$ cat src/rtl/io_pkg.sv
package io_pkg;

  // ----------------------------------------------------------------
  // Register map (byte addresses, one word each)
  // ----------------------------------------------------------------
  localparam int ADDR_W = 8;
  localparam logic [7:0] OFF_CTRL = 8'h00;
  localparam logic [7:0] OFF_IN_FUNC = 8'h04;
  localparam logic [7:0] OFF_OUT_FUNC = 8'h08;
  localparam logic [7:0] OFF_STATUS = 8'h0C;
  localparam logic [7:0] OFF_INT_STATUS = 8'h10;
  localparam logic [7:0] OFF_INT_MASK = 8'h14;
  localparam logic [7:0] OFF_LATCH_ONE = 8'h18;
  localparam logic [7:0] OFF_LATCH_TWO = 8'h1C;

  // ----------------------------------------------------------------
  // Field positions
  // ----------------------------------------------------------------
  localparam int CTRL_SW_ENABLE = 0;
  localparam int CTRL_SW_PERMANENT = 1;
  localparam int CTRL_RELAY_MODE = 2;
  localparam int CTRL_DIR_INVERT = 3;
  localparam int CTRL_FAULT_CLEAR = 4;
  localparam int CTRL_W = 4;
  localparam int FUNC_FIELD_W = 4;
  localparam int FUNC_INPUTS = 7;
  localparam int OUT_FIELD_W = 2;
  localparam int INT_LATCH_ONE = 0;
  localparam int INT_LATCH_TWO = 1;
  localparam int INT_FAULT = 2;
  localparam int INT_ENABLE_DROP = 3;
  localparam int INT_W = 4;
  localparam int ST_INPUTS = 0;
  localparam int ST_STO = 8;
  localparam int ST_STAGE = 9;
  localparam int ST_RELAY = 10;
  localparam int ST_FAULT = 11;
  localparam int ST_OUT_ONE = 12;
  localparam int ST_OUT_TWO = 13;

  // ----------------------------------------------------------------
  // Reset values
  // ----------------------------------------------------------------
  localparam logic [CTRL_W-1:0] CTRL_RESET = 4'h0;
  localparam logic [27:0] IN_FUNC_RESET = 28'h0000000;
  localparam logic [3:0] OUT_FUNC_RESET = 4'h0;
  localparam logic [INT_W-1:0] INT_MASK_RESET = 4'h0;

  // ----------------------------------------------------------------
  // Bus answers
  // ----------------------------------------------------------------
  localparam logic [1:0] RESP_OKAY = 2'h0;
  localparam logic [1:0] RESP_SLVERR = 2'h2;

  // ----------------------------------------------------------------
  // Input and output functions
  // ----------------------------------------------------------------
  typedef enum logic [3:0] {
    FN_OFF = 4'h0,
    FN_FAULT_RESET = 4'h1,
    FN_STOP = 4'h2,
    FN_LATCH = 4'h3,
    FN_GP_HIGH = 4'h4,
    FN_GP_LOW = 4'h5
  } infunc_t;

  typedef enum logic [1:0] {
    OUT_OFF = 2'h0,
    OUT_STAGE_ON = 2'h1,
    OUT_NO_FAULT = 2'h2,
    OUT_GP_ACTIVE = 2'h3
  } outfunc_t;

  // ----------------------------------------------------------------
  // Timing
  // ----------------------------------------------------------------
  localparam int CLK_PERIOD_NS = 8;
  localparam int FAST_UPDATE_NS = 2000;
  localparam int SLOW_UPDATE_NS = 250000;
  localparam int FAST_CYCLES = FAST_UPDATE_NS / CLK_PERIOD_NS;
  localparam int SLOW_CYCLES = SLOW_UPDATE_NS / CLK_PERIOD_NS;
  localparam int FAST_CNT_W = 8;
  localparam int SLOW_CNT_W = 16;

endpackage

$ cat src/rtl/drive_io_enable_fault_logic.sv
`timescale 1ns/1ns

// Overview of operation
// - Output stage enabled only while hardware enable input is high.
// - Output stage blocked unless safe torque off input is high.
// - Software enable ANDed with hardware enable; may be set permanently.
// - Input eight is fixed to enable and has no function field.
// - Fast inputs one and two resampled in hardware every 2 us.
// - Fast inputs may trigger position latches.
// - Inputs three to seven resampled every 250 us.
// - After reset inputs three to seven have no function, act off.
// - Active polarity of each input follows its selected function.
// - Fault relay mode: closed on no fault, or no fault and enabled.
// - Any fault opens relay and inhibits output stage.
// - Positive set point turns clockwise; direction bit inverts it.
// - No-fault relay mode ignores the output stage enable.
module drive_io_enable_fault_logic #(
  parameter int unsigned SLOW_CYCLES = io_pkg::SLOW_CYCLES
) (
  // Clock and reset
  input wire logic clk,
  input wire logic reset,
  // AXI4-Lite write channels
  input wire logic [7:0] awaddr,
  input wire logic awvalid,
  output logic awready,
  input wire logic [31:0] wdata,
  input wire logic [3:0] wstrb,
  input wire logic wvalid,
  output logic wready,
  output logic [1:0] bresp,
  output logic bvalid,
  input wire logic bready,
  // AXI4-Lite read channels
  input wire logic [7:0] araddr,
  input wire logic arvalid,
  output logic arready,
  output logic [31:0] rdata,
  output logic [1:0] rresp,
  output logic rvalid,
  input wire logic rready,
  // Field pins, index 0 is input one, index 7 the enable input
  input wire logic [7:0] digitalIn,
  input wire logic safeTorqueOffInput,
  // Drive-internal signals
  input wire logic faultIn,
  input wire logic [31:0] positionIn,
  input wire logic [15:0] setpointIn,
  // Drive outputs
  output logic outputStageEnable,
  output logic faultRelayClose,
  output logic programmableOutputOne,
  output logic programmableOutputTwo,
  output logic [15:0] setpointCmd,
  output logic irq
);

  // ----------------------------------------------------------------
  // Helpers
  // ----------------------------------------------------------------
  function automatic logic funcActive(input logic [3:0] f, input logic lvl);
    logic act;
    act = 1'b0;
    unique case (f)
      io_pkg::FN_FAULT_RESET, io_pkg::FN_LATCH, io_pkg::FN_GP_HIGH: act = lvl;
      io_pkg::FN_STOP, io_pkg::FN_GP_LOW: act = ~lvl;
      default: act = 1'b0;
    endcase
    return act;
  endfunction

  function automatic logic [31:0] applyStrb(input logic [31:0] old, input logic [31:0] nw,
    input logic [3:0] strb);
    logic [31:0] res;
    res = old;
    for (int b = 0; b < 4; b++)
    begin
      if (strb[b])
        res[8*b +: 8] = nw[8*b +: 8];
    end
    return res;
  endfunction

  // ----------------------------------------------------------------
  // Input synchronisation
  // ----------------------------------------------------------------
  logic [8:0] syncIn;

  io_sync #(.W(9)) inSync (
    .clk(clk),
    .reset(reset),
    .d({safeTorqueOffInput, digitalIn}),
    .q(syncIn)
  );

  // ----------------------------------------------------------------
  // Declarations
  // ----------------------------------------------------------------
  logic awHeld_r, awHeld_nxt, wHeld_r, wHeld_nxt, bvalid_r, bvalid_nxt;
  logic rvalid_r, rvalid_nxt;
  logic [7:0] awAddr_r, awAddr_nxt;
  logic [31:0] wData_r, wData_nxt, rdata_r, rdata_nxt;
  logic [3:0] wStrb_r, wStrb_nxt;
  logic [1:0] bresp_r, bresp_nxt, rresp_r, rresp_nxt;
  logic doWrite, arTake;
  logic [io_pkg::CTRL_W-1:0] ctrl_r, ctrl_nxt;
  logic [27:0] inFunc_r, inFunc_nxt;
  logic [3:0] outFunc_r, outFunc_nxt;
  logic [io_pkg::INT_W-1:0] intStatus_r, intStatus_nxt, intMask_r, intMask_nxt;
  logic [io_pkg::INT_W-1:0] events;
  logic faultLatched_r, faultLatched_nxt, faultClear;
  logic [31:0] latchOne_r, latchOne_nxt, latchTwo_r, latchTwo_nxt;
  logic [io_pkg::FAST_CNT_W-1:0] fastCnt_r, fastCnt_nxt;
  logic [io_pkg::SLOW_CNT_W-1:0] slowCnt_r, slowCnt_nxt;
  logic fastTick, slowTick;
  logic [1:0] fastIn_r, fastIn_nxt, fastAct_r, fastAct_nxt;
  logic [4:0] slowIn_r, slowIn_nxt;
  logic [6:0] inAct, sampledIn;
  logic stage_r, stage_nxt, relay_r, relay_nxt, outOne_r, outOne_nxt, outTwo_r, outTwo_nxt;
  logic [15:0] setCmd_r, setCmd_nxt;
  logic stopReq, resetReq, gpActive, swEnable;
  logic [31:0] statusWord;

  // ----------------------------------------------------------------
  // AXI4-Lite slave
  // ----------------------------------------------------------------
  assign awready = ~awHeld_r & ~bvalid_r;
  assign wready = ~wHeld_r & ~bvalid_r;
  assign arready = ~rvalid_r;
  assign doWrite = awHeld_r & wHeld_r & ~bvalid_r;
  assign arTake = arvalid & ~rvalid_r;

  // Read data mux, unmapped addresses answer SLVERR
  always_comb
  begin
    statusWord = '0;
    statusWord[io_pkg::ST_INPUTS +: 8] = {syncIn[7], slowIn_r, fastIn_r};
    statusWord[io_pkg::ST_STO] = syncIn[8];
    statusWord[io_pkg::ST_STAGE] = stage_r;
    statusWord[io_pkg::ST_RELAY] = relay_r;
    statusWord[io_pkg::ST_FAULT] = faultLatched_r;
    statusWord[io_pkg::ST_OUT_ONE] = outOne_r;
    statusWord[io_pkg::ST_OUT_TWO] = outTwo_r;
    rdata_nxt = rdata_r;
    rresp_nxt = rresp_r;
    rvalid_nxt = rvalid_r & ~rready;
    if (arTake)
    begin
      rvalid_nxt = 1'b1;
      rresp_nxt = io_pkg::RESP_OKAY;
      unique case (araddr)
        io_pkg::OFF_CTRL: rdata_nxt = {28'h0000000, ctrl_r};
        io_pkg::OFF_IN_FUNC: rdata_nxt = {4'h0, inFunc_r};
        io_pkg::OFF_OUT_FUNC: rdata_nxt = {28'h0000000, outFunc_r};
        io_pkg::OFF_STATUS: rdata_nxt = statusWord;
        io_pkg::OFF_INT_STATUS: rdata_nxt = {28'h0000000, intStatus_r};
        io_pkg::OFF_INT_MASK: rdata_nxt = {28'h0000000, intMask_r};
        io_pkg::OFF_LATCH_ONE: rdata_nxt = latchOne_r;
        io_pkg::OFF_LATCH_TWO: rdata_nxt = latchTwo_r;
        default:
        begin
          rdata_nxt = 32'h00000000;
          rresp_nxt = io_pkg::RESP_SLVERR;
        end
      endcase
    end
  end

  // Address and data may arrive in either order; response after both
  always_comb
  begin
    awHeld_nxt = awHeld_r;
    awAddr_nxt = awAddr_r;
    wHeld_nxt = wHeld_r;
    wData_nxt = wData_r;
    wStrb_nxt = wStrb_r;
    bvalid_nxt = bvalid_r & ~bready;
    bresp_nxt = bresp_r;
    if (awvalid & awready)
    begin
      awHeld_nxt = 1'b1;
      awAddr_nxt = awaddr;
    end
    if (wvalid & wready)
    begin
      wHeld_nxt = 1'b1;
      wData_nxt = wdata;
      wStrb_nxt = wstrb;
    end
    if (doWrite)
    begin
      awHeld_nxt = 1'b0;
      wHeld_nxt = 1'b0;
      bvalid_nxt = 1'b1;
      unique case (awAddr_r)
        io_pkg::OFF_CTRL, io_pkg::OFF_IN_FUNC, io_pkg::OFF_OUT_FUNC, io_pkg::OFF_STATUS,
        io_pkg::OFF_INT_STATUS, io_pkg::OFF_INT_MASK, io_pkg::OFF_LATCH_ONE,
        io_pkg::OFF_LATCH_TWO: bresp_nxt = io_pkg::RESP_OKAY;
        default: bresp_nxt = io_pkg::RESP_SLVERR;
      endcase
    end
  end

  always_ff @(posedge clk or posedge reset)
  begin
    if (reset)
    begin
      awHeld_r <= 1'b0;
      awAddr_r <= 8'h00;
      wHeld_r <= 1'b0;
      wData_r <= 32'h00000000;
      wStrb_r <= 4'h0;
      bvalid_r <= 1'b0;
      bresp_r <= io_pkg::RESP_OKAY;
      rvalid_r <= 1'b0;
      rdata_r <= 32'h00000000;
      rresp_r <= io_pkg::RESP_OKAY;
    end
    else
    begin
      awHeld_r <= awHeld_nxt;
      awAddr_r <= awAddr_nxt;
      wHeld_r <= wHeld_nxt;
      wData_r <= wData_nxt;
      wStrb_r <= wStrb_nxt;
      bvalid_r <= bvalid_nxt;
      bresp_r <= bresp_nxt;
      rvalid_r <= rvalid_nxt;
      rdata_r <= rdata_nxt;
      rresp_r <= rresp_nxt;
    end
  end

  assign bvalid = bvalid_r;
  assign bresp = bresp_r;
  assign rvalid = rvalid_r;
  assign rdata = rdata_r;
  assign rresp = rresp_r;

  // ----------------------------------------------------------------
  // Sampling and function decode
  // ----------------------------------------------------------------
  assign fastTick = fastCnt_r == io_pkg::FAST_CNT_W'(io_pkg::FAST_CYCLES - 1);
  assign slowTick = slowCnt_r == io_pkg::SLOW_CNT_W'(SLOW_CYCLES - 1);
  // Sampled levels of inputs one to seven, in input order
  assign sampledIn = {slowIn_r, fastIn_r};

  // Per-input activity; a latch code on a slow input counts as off
  always_comb
  begin
    stopReq = 1'b0;
    resetReq = 1'b0;
    gpActive = 1'b0;
    for (int i = 0; i < io_pkg::FUNC_INPUTS; i++)
    begin
      inAct[i] = funcActive(inFunc_r[4*i +: 4], sampledIn[i]);
      if (i >= 2 && inFunc_r[4*i +: 4] == io_pkg::FN_LATCH)
        inAct[i] = 1'b0;
      stopReq = stopReq | (inAct[i] & (inFunc_r[4*i +: 4] == io_pkg::FN_STOP));
      resetReq = resetReq | (inAct[i] & (inFunc_r[4*i +: 4] == io_pkg::FN_FAULT_RESET));
      gpActive = gpActive | (inAct[i] & ((inFunc_r[4*i +: 4] == io_pkg::FN_GP_HIGH) |
        (inFunc_r[4*i +: 4] == io_pkg::FN_GP_LOW)));
    end
  end

  // Fast pair every 2 us, inputs 3..7 every 250 us
  always_comb
  begin
    fastCnt_nxt = fastTick ? '0 : fastCnt_r + 1'b1;
    slowCnt_nxt = slowTick ? '0 : slowCnt_r + 1'b1;
    fastIn_nxt = fastTick ? syncIn[1:0] : fastIn_r;
    slowIn_nxt = slowTick ? syncIn[6:2] : slowIn_r;
    fastAct_nxt = inAct[1:0];
    latchOne_nxt = latchOne_r;
    latchTwo_nxt = latchTwo_r;
    events = '0;
    // Latch on the active edge of a fast input
    if (inFunc_r[3:0] == io_pkg::FN_LATCH && inAct[0] && !fastAct_r[0])
    begin
      latchOne_nxt = positionIn;
      events[io_pkg::INT_LATCH_ONE] = 1'b1;
    end
    if (inFunc_r[7:4] == io_pkg::FN_LATCH && inAct[1] && !fastAct_r[1])
    begin
      latchTwo_nxt = positionIn;
      events[io_pkg::INT_LATCH_TWO] = 1'b1;
    end
    events[io_pkg::INT_FAULT] = faultIn & ~faultLatched_r;
    events[io_pkg::INT_ENABLE_DROP] = stage_r & ~stage_nxt;
  end

  // ----------------------------------------------------------------
  // Enable chain, fault relay, outputs
  // ----------------------------------------------------------------
  assign swEnable = ctrl_r[io_pkg::CTRL_SW_ENABLE] | ctrl_r[io_pkg::CTRL_SW_PERMANENT];
  assign faultClear = (doWrite & (awAddr_r == io_pkg::OFF_CTRL) & wStrb_r[0] &
    wData_r[io_pkg::CTRL_FAULT_CLEAR]) | resetReq;

  always_comb
  begin
    // Input eight is wired straight in, never through a function field
    stage_nxt = syncIn[7] & syncIn[8] & swEnable & ~faultLatched_r & ~faultIn & ~stopReq;
    faultLatched_nxt = faultIn | (faultLatched_r & ~faultClear);
    // Enable plays no part in the plain no-fault mode
    if (ctrl_r[io_pkg::CTRL_RELAY_MODE])
      relay_nxt = ~faultLatched_r & ~faultIn & stage_r;
    else
      relay_nxt = ~faultLatched_r & ~faultIn;
    outOne_nxt = outOne_r;
    outTwo_nxt = outTwo_r;
    if (slowTick)
    begin
      unique case (outFunc_r[1:0])
        io_pkg::OUT_OFF: outOne_nxt = 1'b0;
        io_pkg::OUT_STAGE_ON: outOne_nxt = stage_r;
        io_pkg::OUT_NO_FAULT: outOne_nxt = ~faultLatched_r;
        io_pkg::OUT_GP_ACTIVE: outOne_nxt = gpActive;
      endcase
      unique case (outFunc_r[3:2])
        io_pkg::OUT_OFF: outTwo_nxt = 1'b0;
        io_pkg::OUT_STAGE_ON: outTwo_nxt = stage_r;
        io_pkg::OUT_NO_FAULT: outTwo_nxt = ~faultLatched_r;
        io_pkg::OUT_GP_ACTIVE: outTwo_nxt = gpActive;
      endcase
    end
    // Negating full-scale negative wraps; limit set points upstream
    setCmd_nxt = ctrl_r[io_pkg::CTRL_DIR_INVERT] ? 16'(-setpointIn) : setpointIn;
  end

  // Register writes; hardware set beats a same-cycle clear
  always_comb
  begin
    ctrl_nxt = ctrl_r;
    inFunc_nxt = inFunc_r;
    outFunc_nxt = outFunc_r;
    intMask_nxt = intMask_r;
    intStatus_nxt = intStatus_r;
    if (doWrite)
    begin
      unique case (awAddr_r)
        io_pkg::OFF_CTRL: ctrl_nxt = io_pkg::CTRL_W'(applyStrb({28'h0000000, ctrl_r},
          wData_r, wStrb_r));
        io_pkg::OFF_IN_FUNC: inFunc_nxt = 28'(applyStrb({4'h0, inFunc_r}, wData_r, wStrb_r));
        io_pkg::OFF_OUT_FUNC: outFunc_nxt = 4'(applyStrb({28'h0000000, outFunc_r},
          wData_r, wStrb_r));
        io_pkg::OFF_INT_MASK: intMask_nxt = io_pkg::INT_W'(applyStrb({28'h0000000, intMask_r},
          wData_r, wStrb_r));
        io_pkg::OFF_INT_STATUS:
          if (wStrb_r[0])
            intStatus_nxt = intStatus_r & ~wData_r[io_pkg::INT_W-1:0];
        default: ;
      endcase
    end
    intStatus_nxt = intStatus_nxt | events;
  end

  always_ff @(posedge clk or posedge reset)
  begin
    if (reset)
    begin
      ctrl_r <= io_pkg::CTRL_RESET;
      inFunc_r <= io_pkg::IN_FUNC_RESET;
      outFunc_r <= io_pkg::OUT_FUNC_RESET;
      intMask_r <= io_pkg::INT_MASK_RESET;
      intStatus_r <= '0;
      faultLatched_r <= 1'b0;
      latchOne_r <= 32'h00000000;
      latchTwo_r <= 32'h00000000;
      fastCnt_r <= '0;
      slowCnt_r <= '0;
      fastIn_r <= 2'h0;
      slowIn_r <= 5'h00;
      fastAct_r <= 2'h0;
      stage_r <= 1'b0;
      relay_r <= 1'b0;
      outOne_r <= 1'b0;
      outTwo_r <= 1'b0;
      setCmd_r <= 16'h0000;
    end
    else
    begin
      ctrl_r <= ctrl_nxt;
      inFunc_r <= inFunc_nxt;
      outFunc_r <= outFunc_nxt;
      intMask_r <= intMask_nxt;
      intStatus_r <= intStatus_nxt;
      faultLatched_r <= faultLatched_nxt;
      latchOne_r <= latchOne_nxt;
      latchTwo_r <= latchTwo_nxt;
      fastCnt_r <= fastCnt_nxt;
      slowCnt_r <= slowCnt_nxt;
      fastIn_r <= fastIn_nxt;
      slowIn_r <= slowIn_nxt;
      fastAct_r <= fastAct_nxt;
      stage_r <= stage_nxt;
      relay_r <= relay_nxt;
      outOne_r <= outOne_nxt;
      outTwo_r <= outTwo_nxt;
      setCmd_r <= setCmd_nxt;
    end
  end

  assign outputStageEnable = stage_r;
  assign faultRelayClose = relay_r;
  assign programmableOutputOne = outOne_r;
  assign programmableOutputTwo = outTwo_r;
  assign setpointCmd = setCmd_r;
  assign irq = |(intStatus_r & intMask_r);

endmodule

$ cat src/rtl/io_sync.sv
`timescale 1ns/1ns

// Two-flop synchroniser for a vector of unrelated pins
module io_sync #(
  parameter int W = 9
) (
  // Clock and reset
  input wire logic clk,
  input wire logic reset,
  // Pins and synchronised copy
  input wire logic [W-1:0] d,
  output logic [W-1:0] q
);

  logic [W-1:0] meta_r;
  logic [W-1:0] meta_nxt;
  logic [W-1:0] q_r;
  logic [W-1:0] q_nxt;

  // First stage feeds only the second stage
  always_comb
  begin
    meta_nxt = d;
    q_nxt = meta_r;
  end

  always_ff @(posedge clk or posedge reset)
  begin
    if (reset)
    begin
      meta_r <= '0;
      q_r <= '0;
    end
    else
    begin
      meta_r <= meta_nxt;
      q_r <= q_nxt;
    end
  end

  assign q = q_r;

endmodule

$ cat config.mk
export PLATFORM = sky130hd
export DESIGN_NAME = drive_io_enable_fault_logic
export DESIGN_NICKNAME = d
export VERILOG_FILES = /design/src/rtl/io_pkg.sv /design/src/rtl/drive_io_enable_fault_logic.sv /design/src/rtl/io_sync.sv
export SDC_FILE = /design/constraint.sdc
export NUM_CORES = 1
export LEC_CHECK = 0
export BUFFER_PORTS_ARGS = -buffer_cell sky130_fd_sc_hd__buf_2
export CAP_MARGIN = 20
export CORE_UTILIZATION = 40
export CTS_CLUSTER_DIAMETER = 200
export DETAILED_ROUTE_END_ITERATION = 10
export SKIP_LAST_GASP = 1
export SLEW_MARGIN = 20
export SYNTH_ARGS = -nofsm -noshare
export SYNTH_HDL_FRONTEND = slang
export SYNTH_SLANG_ARGS = --single-unit
$ cat constraint.sdc
create_clock -name clk -period 9.19 [get_ports clk]
set_clock_uncertainty 0.15 [all_clocks]
set_input_delay 1.838 -clock clk [delete_from_list [all_inputs] [get_ports clk]]
set_output_delay 1.838 -clock clk [all_outputs]
set_load 0.01 [all_outputs]
## Yosys cells after proc, flatten, opt, wreduce, memory -nomap -nowiden

Memory sizes are Yosys's and may differ from the RTL's.
Index checks and enable logic that the tools add are counted.

- Add/sub/neg operators: 3
- Multipliers: 0
- Divide/modulo/power cells: 0
- Magnitude comparators: 0
- Equality and inequality tests: 54
- Shift operators: 0
- Muxes and demuxes: 32
- Bitwise logic cells: 93
- Reduce and logical (&&, ||, !) cells: 36

Operators with widths:

| cell | number |
|---|---|
| $pmux W32 S8 | 1 |
| $eq A4 B2 Y1 const B | 14 |
| $eq A4 B3 Y1 const B | 14 |
| $eq A8 B5 Y1 const B | 6 |
| $and A1 B1 Y1 | 43 |
| $mux W16 | 2 |
| $eq A4 B1 Y1 const B | 7 |
| $or A1 B1 Y1 | 28 |
| $eq A8 B4 Y1 const B | 3 |
| $reduce_and A3 Y1 | 7 |
| $reduce_or A3 Y1 | 7 |
| $not A1 Y1 | 18 |
| $add A16 B1 Y16 const B | 1 |
| $eq A16 B15 Y1 const B | 1 |
| $eq A8 B3 Y1 const B | 2 |
| $logic_not A8 Y1 | 2 |
| $neg A16 Y16 | 1 |
| $mux W1 | 14 |
| $pmux W1 S2 | 7 |
| $reduce_or A2 Y1 | 7 |
| $mux W4 | 3 |
| $add A8 B1 Y8 const B | 1 |
| $and A4 B4 Y4 | 2 |
| $eq A2 B2 Y1 const B | 4 |
| other kinds (14) | 23 |

- Bits in registers: 260
- Latch bits: 0
- Bits in writable memories: 0
- Memory bits (read-only): 32
- Input port bits: 117
- Memories kept: 1

Memories:

| name | depth | bits a word | read ports | clocked after memory_dff | wr ports | line | text |
|---|---|---|---|---|---|---|---|
| (no name shown) | 32 | 1 | 1 | 0 | 0 | drive_io_enable_fault_logic.sv:195 | `unique case (awAddr_r)` |

## Longest topological paths before layout

- Word-level depth: 15
- Depth in mapped cells: 7
- Gate-level depth less buffers: 6

## By module

Synthesis repeated with hierarchy kept, for this count alone.

- Cell total of the unflattened synthesis: 878
- Area, all modules: 11,091.9 sq um

Modules (own cells, without submodules):

| module | times used | cells an instance | area an instance (sq um) | seq. area each (sq um) |
|---|---|---|---|---|
| drive_io_enable_fault_logic | 1 | 859 | 10,637.7 | 6,005.8 |
| io_sync | 1 | 19 | 454.2 | 450.4 |

## Worst setup path after synthesis

No wires, ideal clock.

- Path kind: input -> register
- Start: in setpointIn[8]
- End: reg setCmd_r[15] (netlist: setpointCmd[15])
- Arrival time: 3,144 ps
- Data required time: 8,960 ps
- Setup slack: 5,816 ps
- Cell stages on the path: 4
- Cells stage by stage: or4_1 or3_1 o31ai_1 xnor2_1

- Cells in the longest elaborated chain, start to end: 2

Ends and longest elaborated chain:

| what | line | text |
|---|---|---|
| start, declared | drive_io_enable_fault_logic.sv:48 | `input wire logic [15:0] setpointIn,` |
| $neg A16 Y16 | drive_io_enable_fault_logic.sv:327 | `setCmd_nxt = ctrl_r[io_pkg::CTRL_DIR_INVERT] ? 16'(-setpointIn) : setpointIn;` |
| $mux W16 | drive_io_enable_fault_logic.sv:327 |  |
| named net setCmd_nxt[15] | drive_io_enable_fault_logic.sv:120 | `logic [15:0] setCmd_r, setCmd_nxt;` |
| end signal, assigned | drive_io_enable_fault_logic.sv:399 | `setCmd_r <= setCmd_nxt;` |
| end, declared | drive_io_enable_fault_logic.sv:120 |  |

The timed path passes the listed nets, and every way through them passes these cells.
A chain may end at the register's enable or synchronous reset.

## Worst setup path after layout

- Start: in araddr[3]
- End: reg rdata_r[3] (netlist: rdata[3])

- Cells in the longest elaborated chain, start to end: 2
- Elaborated cells between the ends (all ways): 9
- Those cells by class: 7 x eq/ne; 1 x mux; 1 x reduce/logical

Ends and longest elaborated chain:

| what | line | text |
|---|---|---|
| start, declared | drive_io_enable_fault_logic.sv:35 | `input wire logic [7:0] araddr,` |
| $eq A8 B5 Y1 (tied with other cells) | drive_io_enable_fault_logic.sv:151 | `unique case (araddr)` |
| $pmux W32 S8 (*) | drive_io_enable_fault_logic.sv:151 |  |
| end signal, assigned | drive_io_enable_fault_logic.sv:229 | `rdata_r <= rdata_nxt;` |
| end, declared | drive_io_enable_fault_logic.sv:102 | `logic [31:0] wData_r, wData_nxt, rdata_r, rdata_nxt;` |

Every way passes the cells marked *; elsewhere a longest branch is shown, timed or not.

==> run metrics <==
RePlAce Congestion=0.794; max cap viols=0; diode count=0; Rel. slew slack=0.269; async set-reset flop share out of synthesis=1.00; Synth Cell Area=11200 um^2; flops & latches, synth=258; Worst Hold End=inSync.q[0]; Initial DRC Count=501; Setup crit start kind=input port; Max Root-Sink Buffers=3; Cell variety after synth=66; Overall Global Routing Usage=0.193; prevailing post-synth register cell=dfrtp_1; setup TNS=0 ns; internal power=0.00224 W; CP Class=in2reg; Avg Cell Area, Syn=12.5 um^2; crit path DAT=~3.9 ns; top cell type's share of synthesized area=0.577; critical path fanouts, max=26; initial antenna violation count=0; die area=between 20000 and 30000 um^2; endpoint of the worst register-to-register path=latchTwo_r[4]; status=complete, no violations; Net Sw Power=0.000835 W; period utilization=0.394; Die Y-Extent=about 170 um; cts hold-fix bufs=0; detail-routed via count per cell=5.23; RSZ-0062 raised after global routing=no; count of final hold-check violations=0; share of layout cells above drive strength 1=0.371; most frequent cells after synthesis=dfrtp_1, mux2_2, nor2_1, nand2_1, a21oi_1; met2 WL=12.5 mm; Tmin final=3.62 ns; wire length on met1=12.7 mm; part of the Yosys area used for sequential elements=0.577; DRT antenna net count=0; Clock transition at path regs=0.06 ns; grt ovf=0; Sw Ratio=0.271; clock root buffer=clkbuf_16; num ports=between 150 and 200; Yosys warning count=0; crit path capture type=flop; R2R Setup Slk=6.74 ns; worst vdd ir=0.165 mV; Num CTS Buffers=29; Cell Rows=60; Slew Viols, Final=0; Die X=169 um; H-Tree Depth=1; first-pass GRT wire length=about 43 mm; worst-case reg-to-reg path depth=4; number of synthesized flops with an enable pin=0; via count=7607; leak pwr=5.90 nW; top routing layer in use=met4; Cells on Worst Hold Path=0; layout net count=1184; clock power share=0.371; fill count=2502; post-CTS setup buffer count=0; met3 WL=1.22 mm; DRT Wirelength=26.9 mm; Worst EP required=9.44 ns; cell with the most instances after synthesis=dfrtp_1; DR pass1 iterations=5; Routed WL per cell=18.5 um; vias in the first global route=7510; largest net degree at the start of global routing=roughly 150; area of the core=approximately 27000 um^2; Final setup viols=0; post-place setup slack=5.01 ns; cts repair resizes=0; leading area contributor after synthesis=dfrtp_1; reg-to-reg startpoint=fastIn_r[1]; Slew @ Worst Pin=~1.1 ns; Clock Latency Late Sink=0.55 ns; CTS tree=built; Comb power frac=0.147; Gate Count Post-Synth=894; Area Overhead vs Synth=19.5%; final setup margin=5.57 ns; Seq pwr share=0.482; Initial Utilization=0.411; startpoint of the worst hold path=inSync.meta_r[0]; Buffers on Ports=172; clock sink total=~260; synth top area cells=dfrtp_1, mux2_2, nor2_1, xnor2_1, a22oi_1; DP HPWL=around 18 mm; DRC viols=0; PwrDens=230 nW/um^2; Max Clk Rate=around 280 MHz; Worst Hold Class=reg2reg
## cells in the final DEF, fill, tap and decap left out, drive strengths merged, types with 5 or more instances in the layout
master / n
a22oi: 31
buf: 180
xor2: 12
nand3b: 5
or4: 5
nand3: 17
mux2i: 15
inv: 14
nor3: 13
nand2: 43
a21oi: 39
clkinv: 6
a31oi: 6
ha: 5
dfrtp: 258
xnor2: 28
nand2b: 7
nor4b: 5
nand4: 11
nor2: 79
o221ai: 10
o21a: 11
o21ai: 20
mux2: 153
clkbuf: 41
nor4: 9
## how the worst max path moves through the flow
| stage | startpoint | endpoint | slack [ns] | cells past startpoint |
|---|---|---|---|---|
| 6_report | araddr[3] | rdata[3] | 5.57 | 5 |
| 5_1_grt | araddr[3] | rdata[3] | 5.37 | 5 |
| 4_1_cts | araddr[3] | rdata[3] | 5.56 | 5 |
| 3_5_place_dp | araddr[3] | rdata[3] | 5.01 | 5 |
| 3_3_place_gp | araddr[3] | rdata[3] | 5.04 | 5 |
| 2_1_floorplan | reset | awAddr_r[0] | 0.10 | 1 |
## logic make-up (layout without fill, tap and decap cells)
family | after synthesis | count (layout) | share of synthesized area
XOR/XNOR | 40 | 40 | 0.0313
multiplexers | 169 | 169 | 0.172
buffers and inverters | 57 | 245 | 0.0226
flip-flops | 258 | 258 | 0.577
other | 1 | 2 | 0.000335
AO/OA/AOI/OAI | 143 | 143 | 0.0856
AND/OR/NAND/NOR | 221 | 221 | 0.105
adder cells (fa/ha/maj) | 5 | 5 | 0.00560
## sequential cells by signal, summed over array words and instances, names as in the netlist, 5 cells and up
signal         cells
inSync.meta_r      9
slowCnt_r         16
latchOne_r        32
fastCnt_r          8
wData_r           28
inSync.q           9
setpointCmd       16
slowIn_r           5
inFunc_r          28
rdata             32
awAddr_r           8
latchTwo_r        32
## cell type report
class                   instances  area (um^2)  share of cell area
clock buffers                  41          831              0.0622
clock inverters                11          114             0.00852
inverters                      13         56.3             0.00421
multi-input cells             580         4510               0.337
flip-flops and latches        258         6460               0.483
well taps                     372          465              0.0348
repair buffers                180          933              0.0698
## routing by layer
| layer | vias up | GRT usage |
|---|---|---|
| met2 | 208 | 0.300 |
| li1 | 3551 | - |
| met1 | 3818 | 0.283 |
| met3 | 30 | 0.0301 |
| met4 | 0 | 0.0431 |
| met5 | - | 0 |
## per-stage QoR
step / util / total power, W / area, um^2 / hold WS (ns) / instances
floorplan: - / 0.00177 / 11200 / 0.181 / 895
global placement: 0.457 / 0.00195 / 12400 / 0.185 / 1403
detailed placement: 0.457 / 0.00196 / 12400 / 0.185 / 1403
CTS: 0.492 / 0.00312 / 13400 / 0.194 / 1455
global route: 0.492 / 0.00324 / 13400 / 0.205 / 1455
finish: 0.492 / 0.00308 / 13400 / 0.194 / 1455
## power groups by stage
stage          combinational (W)  sequential, W  clock [W]
2_1_floorplan           0.000315        0.00146          0
3_3_place_gp            0.000448        0.00150          0
3_5_place_dp            0.000458        0.00150          0
4_1_cts                 0.000461        0.00149    0.00117
5_1_grt                 0.000501        0.00151    0.00122
6_report                0.000452        0.00148    0.00114
## critical path, cell delays in order
cell	delay [ns]
buf_2	0.30
nand2_1	0.89
nor3_1	0.15
a2111oi_0	0.55
o21ai_0	0.14
(Power assumes the default switching activity.)
